### config.mk
export PLATFORM = sky130hd
export DESIGN_NAME = adc_conversion_sequencer
export DESIGN_NICKNAME = d
export VERILOG_FILES = /design/src/design/adc_seq_pkg.sv /design/src/design/adc_conversion_sequencer.sv
export SDC_FILE = /design/constraint.sdc
export NUM_CORES = 1
export LEC_CHECK = 0
export ABC_CLOCK_PERIOD_IN_PS = 2500
export BUFFER_PORTS_ARGS = -buffer_cell sky130_fd_sc_hd__buf_2
export CAP_MARGIN = 20
export CELL_PAD_IN_SITES_DETAIL_PLACEMENT = 0
export CELL_PAD_IN_SITES_GLOBAL_PLACEMENT = 1
export CORE_ASPECT_RATIO = 0.7
export CORE_MARGIN = 2
export CORE_UTILIZATION = 35
export CTS_BUF_LIST = sky130_fd_sc_hd__clkbuf_4
export DETAILED_ROUTE_END_ITERATION = 7
export PLACE_DENSITY_LB_ADDON = 0.1
export SYNTH_ARGS = -nofsm -noshare
export SYNTH_HDL_FRONTEND = slang
export SYNTH_SLANG_ARGS = --single-unit
### constraint.sdc
create_clock -name mclk -period 2.5 [get_ports mclk]
set_clock_uncertainty 0.15 [all_clocks]
set_input_delay 0.125 -clock mclk [delete_from_list [all_inputs] [get_ports mclk]]
set_output_delay 0.125 -clock mclk [all_outputs]
set_load 0.005 [all_outputs]
### src/design/adc_seq_pkg.sv
// Purpose: Shared constants and types for the conversion sequencer.
// Assumes: 20 MHz mclk; Avalon-MM slave with 32-bit words.
// Notes:   Control bit positions follow the converter control layout.
package adc_seq_pkg;

  // Register map, byte addresses.
  localparam logic [3:0] CTRL_ADDR   = 4'h0;
  localparam logic [3:0] RESULT_ADDR = 4'h4;
  localparam logic [3:0] POWER_ADDR  = 4'h8;

  // Control field positions.
  localparam int BUSY_BIT   = 0;
  localparam int PSC_LO     = 1;
  localparam int PSC_HI     = 2;
  localparam int MODE_LO    = 3;
  localparam int MODE_HI    = 4;
  localparam int CHAN_LO    = 5;
  localparam int CHAN_HI    = 7;
  localparam logic [7:0] CTRL_RESET = 8'h00;

  // Prescale codes and half periods in mclk cycles.
  localparam logic [1:0] PSC_DIV2  = 2'h0;
  localparam logic [1:0] PSC_DIV4  = 2'h1;
  localparam logic [1:0] PSC_DIV6  = 2'h2;
  localparam logic [1:0] PSC_DIV12 = 2'h3;
  localparam logic [3:0] HALF_DIV2  = 4'h1;
  localparam logic [3:0] HALF_DIV4  = 4'h2;
  localparam logic [3:0] HALF_DIV6  = 4'h3;
  localparam logic [3:0] HALF_DIV12 = 4'h6;

  // Sequence lengths in converter clock cycles.
  localparam logic [3:0] SAMPLE_CYCLES  = 4'h7;
  localparam logic [3:0] CONVERT_CYCLES = 4'h8;
  localparam logic [3:0] ONE_CYCLE      = 4'h1;

  typedef enum logic [2:0] {
    ST_IDLE    = 3'b000,
    ST_RESET   = 3'b001,
    ST_SAMPLE  = 3'b011,
    ST_CONVERT = 3'b010,
    ST_LOAD    = 3'b110,
    ST_DONE    = 3'b111
  } seq_state_t;

  typedef struct packed {
    logic       powerUp;
    logic       convClk;
    logic       sample;
    logic       loadResult;
    logic [2:0] channelPos;
    logic [2:0] channelNeg;
    logic       differential;
  } core_ctrl_t;

  typedef struct packed {
    seq_state_t state;
    logic [7:0] control;
    logic [7:0] result;
    logic [3:0] divCount;
    logic       convClk;
    logic [3:0] phaseCount;
    logic       halted;
    logic       resumePending;
    logic       resultStale;
    logic       busyClearDue;
    logic       readPending;
    logic [7:0] readData;
  } seq_regs_t;

endpackage

### src/design/adc_conversion_sequencer.sv
// Purpose: Control sequencer for an eight-channel successive
//          approximation converter, reached over Avalon-MM.
// Assumes: The core presents its result on coreResult during the
//          load cycle; haltReq is a level from the power manager.
// Notes:   Reads answer one cycle after the request, writes at once.
//
// How it works
// - Prescale code picks divide by 2, 4, 6, 12.
// - Converter clock comes from dividing mclk.
// - Busy zero stops divider and converter clock.
// - Busy set powers up and starts conversion.
// - Sample high seven cycles from first fall.
// - Sequence is sample, convert, load; reset only between continuous runs.
// - Single mode completion powers down, clears busy.
// - Continuous mode deselects one cycle, then restarts.
// - Busy stays set; writing zero stops conversion.
// - Result register loads at end of conversion.
// - Reads never see a half-written result.
// - While busy, only busy bit is writable.
// - Idle write may load fields and start.
// - Result register ignores processor writes.
// - Halt powers down; restart, result invalid.
// - Mode bits select ended/differential, single/continuous.
// - Channel bits pick input; differential pairs neighbours.
// - Reset clears control and powers down.
//
// Local design decisions: the Avalon-MM register port and the register addresses.
`timescale 1ns/10ps
module adc_conversion_sequencer
  import adc_seq_pkg::*;
(
  // Clock and reset.
  input  wire logic        mclk,
  input  wire logic        rst,
  // Avalon-MM slave.
  input  wire logic [3:0]  address,
  input  wire logic        read,
  input  wire logic        write,
  input  wire logic [31:0] writedata,
  input  wire logic [3:0]  byteenable,
  output logic [31:0]      readdata,
  output logic             waitrequest,
  // Power management.
  input  wire logic        haltReq,
  // Converter core.
  input  wire logic [7:0]  coreResult,
  output core_ctrl_t       coreCtrl
);

  seq_regs_t r;
  seq_regs_t next_r;

  function automatic logic [3:0] halfPeriod(input logic [1:0] code);
    unique case (code)
      PSC_DIV2:  halfPeriod = HALF_DIV2;
      PSC_DIV4:  halfPeriod = HALF_DIV4;
      PSC_DIV6:  halfPeriod = HALF_DIV6;
      PSC_DIV12: halfPeriod = HALF_DIV12;
    endcase
  endfunction

  logic       busy;
  logic       continuous;
  logic       fallTick;
  logic       ctrlWrite;
  logic [7:0] wrByte;

  assign busy       = r.control[BUSY_BIT];
  assign continuous = r.control[MODE_LO];
  assign ctrlWrite  = write && address == CTRL_ADDR && byteenable[0];
  assign wrByte     = writedata[7:0];

  // A falling edge of the converter clock is due this cycle.
  assign fallTick = busy && !r.halted && r.convClk &&
                    r.divCount == halfPeriod(r.control[PSC_HI:PSC_LO]) -
                    ONE_CYCLE;

  always_comb
  begin
    next_r = r;
    next_r.readPending = 1'b0;

    // Divider runs only while busy and awake.
    if (!busy || r.halted)
    begin
      next_r.divCount = '0;
      next_r.convClk  = 1'b0;
    end
    else if (r.divCount ==
             halfPeriod(r.control[PSC_HI:PSC_LO]) - ONE_CYCLE)
    begin
      next_r.divCount = '0;
      next_r.convClk  = !r.convClk;
    end
    else
    begin
      next_r.divCount = r.divCount + 4'h1;
    end

    // Sequencer steps on each converter clock falling edge.
    if (fallTick)
    begin
      unique case (r.state)
        ST_IDLE:
        begin
          next_r.state      = ST_SAMPLE;
          next_r.phaseCount = ONE_CYCLE;
        end
        ST_RESET:
        begin
          next_r.state      = ST_SAMPLE;
          next_r.phaseCount = ONE_CYCLE;
        end
        ST_SAMPLE:
        begin
          if (r.phaseCount == SAMPLE_CYCLES)
          begin
            next_r.state      = ST_CONVERT;
            next_r.phaseCount = ONE_CYCLE;
          end
          else
          begin
            next_r.phaseCount = r.phaseCount + 4'h1;
          end
        end
        ST_CONVERT:
        begin
          if (r.phaseCount == CONVERT_CYCLES)
            next_r.state = ST_LOAD;
          else
            next_r.phaseCount = r.phaseCount + 4'h1;
        end
        ST_LOAD:
        begin
          // A halted run sampled a corrupted level; drop its value.
          if (!r.resultStale)
            next_r.result = coreResult;
          next_r.resultStale = 1'b0;
          if (continuous)
            next_r.state = ST_RESET;
          else
          begin
            next_r.state        = ST_DONE;
            next_r.busyClearDue = 1'b1;
          end
        end
        ST_DONE:
        begin
          next_r.state = ST_DONE;
        end
      endcase
    end

    // Busy clears one mclk later, on the instruction boundary.
    if (r.busyClearDue)
    begin
      next_r.control[BUSY_BIT] = 1'b0;
      next_r.busyClearDue      = 1'b0;
      next_r.state             = ST_IDLE;
    end

    // Halt powers down; a running conversion restarts on wake.
    if (haltReq && !r.halted)
    begin
      next_r.halted = 1'b1;
      if (busy && r.state != ST_IDLE)
        next_r.resumePending = 1'b1;
    end
    else if (!haltReq && r.halted)
    begin
      next_r.halted = 1'b0;
      if (r.resumePending)
      begin
        next_r.state         = ST_IDLE;
        next_r.phaseCount    = '0;
        next_r.resultStale   = 1'b1;
        next_r.resumePending = 1'b0;
      end
    end

    // Processor write to control.
    if (ctrlWrite)
    begin
      if (busy)
      begin
        next_r.control[BUSY_BIT] = wrByte[BUSY_BIT];
        if (!wrByte[BUSY_BIT])
        begin
          next_r.state         = ST_IDLE;
          next_r.busyClearDue  = 1'b0;
          next_r.resumePending = 1'b0;
          next_r.resultStale   = 1'b0;
        end
      end
      else
      begin
        next_r.control      = wrByte;
        next_r.state        = ST_IDLE;
        next_r.phaseCount   = '0;
        next_r.busyClearDue = 1'b0;
      end
    end

    // Read data is latched from settled registers, never mid-load.
    if (read && !r.readPending)
    begin
      next_r.readPending = 1'b1;
      unique case (address)
        CTRL_ADDR:   next_r.readData = r.control;
        RESULT_ADDR: next_r.readData = r.result;
        POWER_ADDR:  next_r.readData = {5'h00, r.halted,
                                        r.state == ST_SAMPLE,
                                        busy && !r.halted};
        default:     next_r.readData = 8'h00;
      endcase
    end
  end

  always_ff @(posedge mclk or posedge rst)
  begin
    if (rst)
    begin
      r         <= '0;
      r.state   <= ST_IDLE;
      r.control <= CTRL_RESET;
    end
    else
    begin
      r <= next_r;
    end
  end

  assign waitrequest = read && !r.readPending;
  assign readdata    = {24'h000000, r.readData};

  always_comb
  begin
    coreCtrl              = '0;
    coreCtrl.powerUp      = busy && !r.halted;
    coreCtrl.convClk      = r.convClk;
    coreCtrl.sample       = r.state == ST_SAMPLE && !r.halted;
    coreCtrl.loadResult   = r.state == ST_LOAD;
    coreCtrl.differential = r.control[MODE_HI];
    coreCtrl.channelPos   = r.control[CHAN_HI:CHAN_LO];
    coreCtrl.channelNeg   = r.control[CHAN_HI:CHAN_LO] ^ 3'h1;
  end

  // Assertions.
  a_clock_stopped: assert property (@(posedge mclk) disable iff (rst)
    !busy |=> !r.convClk)
    else $error("Converter clock ran while idle.");

  a_sample_length: assert property (@(posedge mclk) disable iff (rst)
    $rose(r.state == ST_SAMPLE) && r.control[PSC_HI:PSC_LO] == PSC_DIV2
    && !haltReq && !ctrlWrite
    |-> (r.state == ST_SAMPLE || !busy || r.halted)[*8])
    else $error("Sample period too short.");

  a_busy_clears: assert property (@(posedge mclk) disable iff (rst)
    r.busyClearDue && !ctrlWrite |=> !busy)
    else $error("Busy not cleared after single conversion.");

  a_cont_restart: assert property (@(posedge mclk) disable iff (rst)
    fallTick && r.state == ST_LOAD && continuous && !ctrlWrite
    && !(haltReq ^ r.halted) |=> r.state == ST_RESET)
    else $error("Continuous mode did not deselect.");

  a_ctrl_locked: assert property (@(posedge mclk) disable iff (rst)
    busy && ctrlWrite |=>
    r.control[CHAN_HI:PSC_LO] == $past(r.control[CHAN_HI:PSC_LO]))
    else $error("Control field changed while busy.");

  a_stop_write: assert property (@(posedge mclk) disable iff (rst)
    busy && ctrlWrite && !wrByte[BUSY_BIT] |=> !busy ##1 !r.convClk)
    else $error("Stop write did not halt conversion.");

  a_result_hold: assert property (@(posedge mclk) disable iff (rst)
    !(fallTick && r.state == ST_LOAD) |=> $stable(r.result))
    else $error("Result changed outside load cycle.");

  a_halt_power: assert property (@(posedge mclk) disable iff (rst)
    haltReq |=> !coreCtrl.powerUp)
    else $error("Converter powered during halt.");

  a_read_answer: assert property (@(posedge mclk) disable iff (rst)
    read && waitrequest |=> !waitrequest || !read)
    else $error("Read not answered in one cycle.");

endmodule // adc_conversion_sequencer

; ---- Yosys cells after proc, flatten, opt, wreduce, memory -nomap -nowiden
; Index checks and enable logic that the tools add are counted.
[op_classes]
add_sub_neg = 4
n_eq_ne = 14
muxes = 42
bitwise = 3
n_reduce_logical = 26
[ops]
columns = operator, count
row1 = $mux 3, 12
row2 = $mux 4, 9
row3 = $pmux 8 s3, 1
row4 = $pmux 4 s4, 1
row5 = $pmux 3 s5, 1
row6 = $mux 7, 2
row7 = $pmux 4 s3, 1
row8 = $mux 11, 1
row9 = $logic_and 1x1->1, 10
row10 = $mux 9, 1
row11 = $add 4x1->4 const B, 2
row12 = $eq 4x3->1 const B, 2
row13 = $eq 4x4->1, 2
row14 = $eq 4x4->1 const B, 2
row15 = $mux 1, 8
row16 = $mux 2, 4
row17 = $sub 4x1->4 const B, 2
row18 = $eq 3x2->1 const B, 2
row19 = $eq 3x3->1 const B, 2
row20 = $reduce_bool 2->1, 3
row21 = $logic_not 1->1, 5
row22 = $mux 5, 1
row23 = $eq 2x2->1 const B, 2
row24 = $logic_not 4->1, 1
row25 = 10 further kinds, 12
[totals]
register_bits = 41
in_bits = 53
out_inout_bits = 44
wordCells = 102

; ---- Depth between registers and ports, before layout
[depth]
ltp_word = 13
ltp_mapped = 7
ltp_nobuf = 7

; ---- Worst setup path before layout
; No wires, ideal clock.
[synth_path]
kind = register to register
startpoint = reg r[32] (netlist name)
endpoint = reg r[22] (netlist name)
setup_ps = 125
arrival_time_ps = 1764
required_time_ps = 2225
path_slack_ps = 461
stages_incl_launch_ff = 7
path_buffers = 1
period_less_slack_ps = 2039
path_cell_list = dfrtp_1 -> or2_4 -> a2111oi_4 -> o211a_1 -> buf_6 -> nand3b_4 -> mux2_2
[synth_between]
elab_chain_cells = 6
word_cells_on_any_way = 9
cone_classes = 1 x add/sub / 4 x eq/ne / 1 x mux / 3 x reduce/logical
[synth_lines]
columns = element, line
row1 = "start, declared", adc_conversion_sequencer.sv:50  ; seq_regs_t r;
row2 = "start signal, assigned", adc_conversion_sequencer.sv:229  ; r <= next_r;
row3 = "$eq 2x2->1, or another cell as far along", adc_conversion_sequencer.sv:54  ; unique case (code)
row4 = $pmux 4 s4 (*), adc_conversion_sequencer.sv:54
row5 = $sub 4x1->4 (*), adc_conversion_sequencer.sv:75  ; r.divCount == halfPeriod(r.control[PSC_HI:PSC_LO]) -
row6 = $eq 4x4->1 (*), adc_conversion_sequencer.sv:75
row7 = $logic_and 1x1->1 (*), adc_conversion_sequencer.sv:74  ; assign fallTick = busy && !r.halted && r.convClk &&
row8 = $reduce_and 3->1 (no line) (*), --
; Every way passes the cells marked *; elsewhere a longest branch is shown, timed or not. The select of a mux whose other input is x is not followed.
; A chain may end at the register's enable or synchronous reset.

; ---- Final worst setup path
[layout_path]
startpoint = reg r[32] (netlist name)
endpoint = reg r[29] (netlist name)
; The elaborated chain is that of the path after synthesis.

==> impl_metrics.py <==
metrics = {
    "yosys": {
        "ys.flop_type": "dfrtp_1",
        "netlist_area_mm2": 0.002357,
        "netlist_instances": 237,
        "ys_top_cells_by_area": "dfrtp_1 (44%), buf_4 (12%), mux2_2 (6.7%)",
        "seq_area_frac_synth_pct": 43.52,
        "synthDominantCellAreaShare_pct": 43.52,
        "netlist.top_cell.by_area": "dfrtp_1",
        "synthArstFlopShare_pct": 100.0,
        "syn_area_per_cell_um2": 9.946,
        "ys_types": 42,
        "synth_edf_count": 0,
        "ys_ff_latch": 41,
        "synth_warnings": 0,
    },
    "clock_network": {
        "clk_latency_ns": 0.35,
        "cts_resized": 0,
        "cts.path.max_buffers": 2,
        "cts_buffers": 5,
        "post_cts_buffers": 0,
        "htreeDepth": 2,
        "clkTransAtPathRegs_ns": 0.13,
        "cts_tree": "yes",
        "cts_root_buf": "clkbuf_4",
        "cts.sinks": 41,
    },
    "power_and_ir_drop": {
        "p_sw_uw": 553.7,
        "power.total_mw": 1.622,
        "ir_worst_vdd_v": 0.0002738,
        "p_sw_share_pct": 34.13,
        "p_leak_nw": 1.351,
        "p_int_mw": 1.068,
        "power_frac_seq_pct": 52.9,
        "power_frac_comb_pct": 26.4,
        "p_per_area_mw_per_mm2": 591.7,
        "clkPwrFrac_pct": 20.7,
    },
    "timing": {
        "fmax_mhz": 459.0,
        "rsz0062_at_grt": "no",
        "fin_setup_tns_ns": 0,
        "fin_crit_ns": 2.179,
        "worst_pin_slew_ns": 0.5979,
        "slew_headroom_pct": 59.80,
        "post-route-period-util_pct": 87.15,
        "setup_viol": 0,
        "finalHoldViolCount": 0,
        "maxSlewViolCount": 0,
    },
    "setup_path": {
        "reg2reg_slack_ns": 0.32,
        "crit_required_ns": 2.59,
        "rr_worst_depth": 5,
        "r2r-end": "r[29]$_DFFE_PP0P_",
        "cp_max_fo": 8,
        "crit_start": "r[32]$_DFFE_PP0P_",
        "end_kind": "register",
        "endpoint": "r[29]$_DFFE_PP0P_",
        "critical_path.startpoint_type": "register",
        "arrival_ns": 2.27,
        "r2r_start": "r[32]$_DFFE_PP0P_",
        "path_class": "reg -> reg",
    },
    "layout": {
        "area_growth_pct": 16.30,
        "nets": 349,
        "drive_above_1_share_pct": 26.71,
        "final_cell_mix": "buf_2 (45), dfrtp_1 (41), conb_1 (24)",
        "diodes": 0,
        "final_common_cell": "buf_2",
    },
    "outcome": {
        "outcome": "finished, final reports clean",
    },
    "detailed_routing": {
        "wl_per_cell_um": 13.25,
        "vias_per_cell": 4.507,
        "drc_errors": 0,
        "dr.first_iter.drc_count": 91,
        "ant_nets": 0,
        "drt_pass1_iterations": 4,
        "wirelength_um": 5075,
        "vias": 1726,
    },
    "floorplan": {
        "dieArea_mm2": 0.007418,
        "die_w_um": 102.1,
        "num_rows": 24,
        "die_h_um": 72.66,
        "start_util_pct": 37.03,
        "pin_count": 97,
        "core_mm2": 0.006366,
    },
    "grt": {
        "antenna_found_initial": 0,
        "grt_pass1_wl_um": 8252,
        "grt_max_degree": 42,
        "grt_pass1_vias": 1663,
        "globalRouteOverflowTotal": 0,
        "grtUsageTotal_pct": 14.53,
    },
    "placement": {
        "place.port_buffers": 45,
        "place_congestion": 0.7743,
        "place_hpwl_um": 3741,
    },
    "min_path": {
        "min_from": "address[3]",
        "holdCritPathClass": "in -> reg",
    },
    "run": {
        "max_cap_violations": 0,
    },
}
[power groups by stage]
| stage | clock network [mW] | registers (mW) | logic [mW] |
|---|---|---|---|
| floorplan | 0 | 0.840 | 0.347 |
| global placement | 0 | 0.867 | 0.405 |
| detailed placement | 0 | 0.869 | 0.407 |
| CTS | 0.361 | 0.855 | 0.431 |
| global route | 0.383 | 0.872 | 0.493 |
| finish | 0.336 | 0.858 | 0.428 |
[through the flow]
step | cells | area, µm² | utilization [%] | hold slack, ns | setup slack [ns]
3_5_place_dp | 356 | 2496 | 39.21 | 0.1468 | 0.3186
4_1_cts | 383 | 2741 | 43.06 | 0.03697 | 0.2972
6_report | 383 | 2741 | 43.06 | 0.03881 | 0.3213
3_3_place_gp | 356 | 2496 | 39.21 | 0.1477 | 0.3402
2_1_floorplan | 260 | 2444 | - | 0.09184 | 0.4614
5_1_grt | 383 | 2741 | 43.06 | 0.04054 | 0.1809
[cell usage after synthesis (4+ instances only)]
cell type and instances:
nand2b_1 6, mux2_2 14, a21oi_1 6, nand3_1 9, clkbuf_1 4, nor2_1 15, inv_1 11, ha_1 5
dfrtp_1 41, mux2i_1 7, buf_4 39, o21ai_0 11, nand2_1 17, nor3_1 7
[registers in the layout, indices dropped and copies added (netlist names)]
name,count
r,26
coreCtrl,5
readdata,8
busy,1
continuous,1
[final cells by class]
type                       instances  area [µm²]
fill                             674        3625
multi-input combinational        163        1052
inverter                          11       41.29
timing repair buffer              69       452.9
tap                               91       113.9
clock buffer                       5       37.54
sequential                        41        1026
clock inverter                     3       17.52
[critical path, stage by stage (launching register included)]
cell and delay, ns:
dfrtp_1 0.46, or2_4 0.28, a2111oi_4 0.39, o211a_1 0.30
nand3b_4 0.17, mux2_2 0.32
[routing by layer]
metal | track usage [%] | vias to the layer above | wire length (µm) | share of wire [%]
met1 | 22.87 | 808 | 2710 | 53
li1 | - | 862 | - | -
met2 | 19.52 | 52 | 2045 | 40
met3 | 3.831 | 4 | 284 | 5.6
met5 | 0 | - | 0 | 0
met4 | 3.556 | 0 | 34 | 0.67
[cell families (layout without fill, tap and decap cells)]
logic type | count (synthesis) | after routing | share of synthesized area [%]
xor gates and xnor gates | 4 | 4 | 1.486
buffers and inverters | 56 | 88 | 15.50
muxes | 21 | 21 | 9.660
DFF | 41 | 41 | 43.52
adders and majority gates | 5 | 5 | 2.654
AOI/OAI and AO/OA | 39 | 39 | 11.68
other | 1 | 24 | 0.1591
and+or+nand+nor | 70 | 70 | 15.34
[timing repair]
action,4_1_cts,5_1_grt
hold endpoints to repair,62,0
setup endpoints to repair,0,0
hold buffers,19,0
[worst min path at each step]
stage	to	slack (ns)	cells after the start
2_1_floorplan	busy$_DFFE_PP0P_	0.09	2
3_3_place_gp	r[32]$_DFFE_PP0P_	0.15	3
3_5_place_dp	r[19]$_DFF_PP0_	0.15	3
4_1_cts	readdata[1]$_DFFE_PP0P_	0.04	3
5_1_grt	readdata[1]$_DFFE_PP0P_	0.04	3
6_report	readdata[1]$_DFFE_PP0P_	0.04	3
No activity file was read; power rests on OpenSTA's default activity.
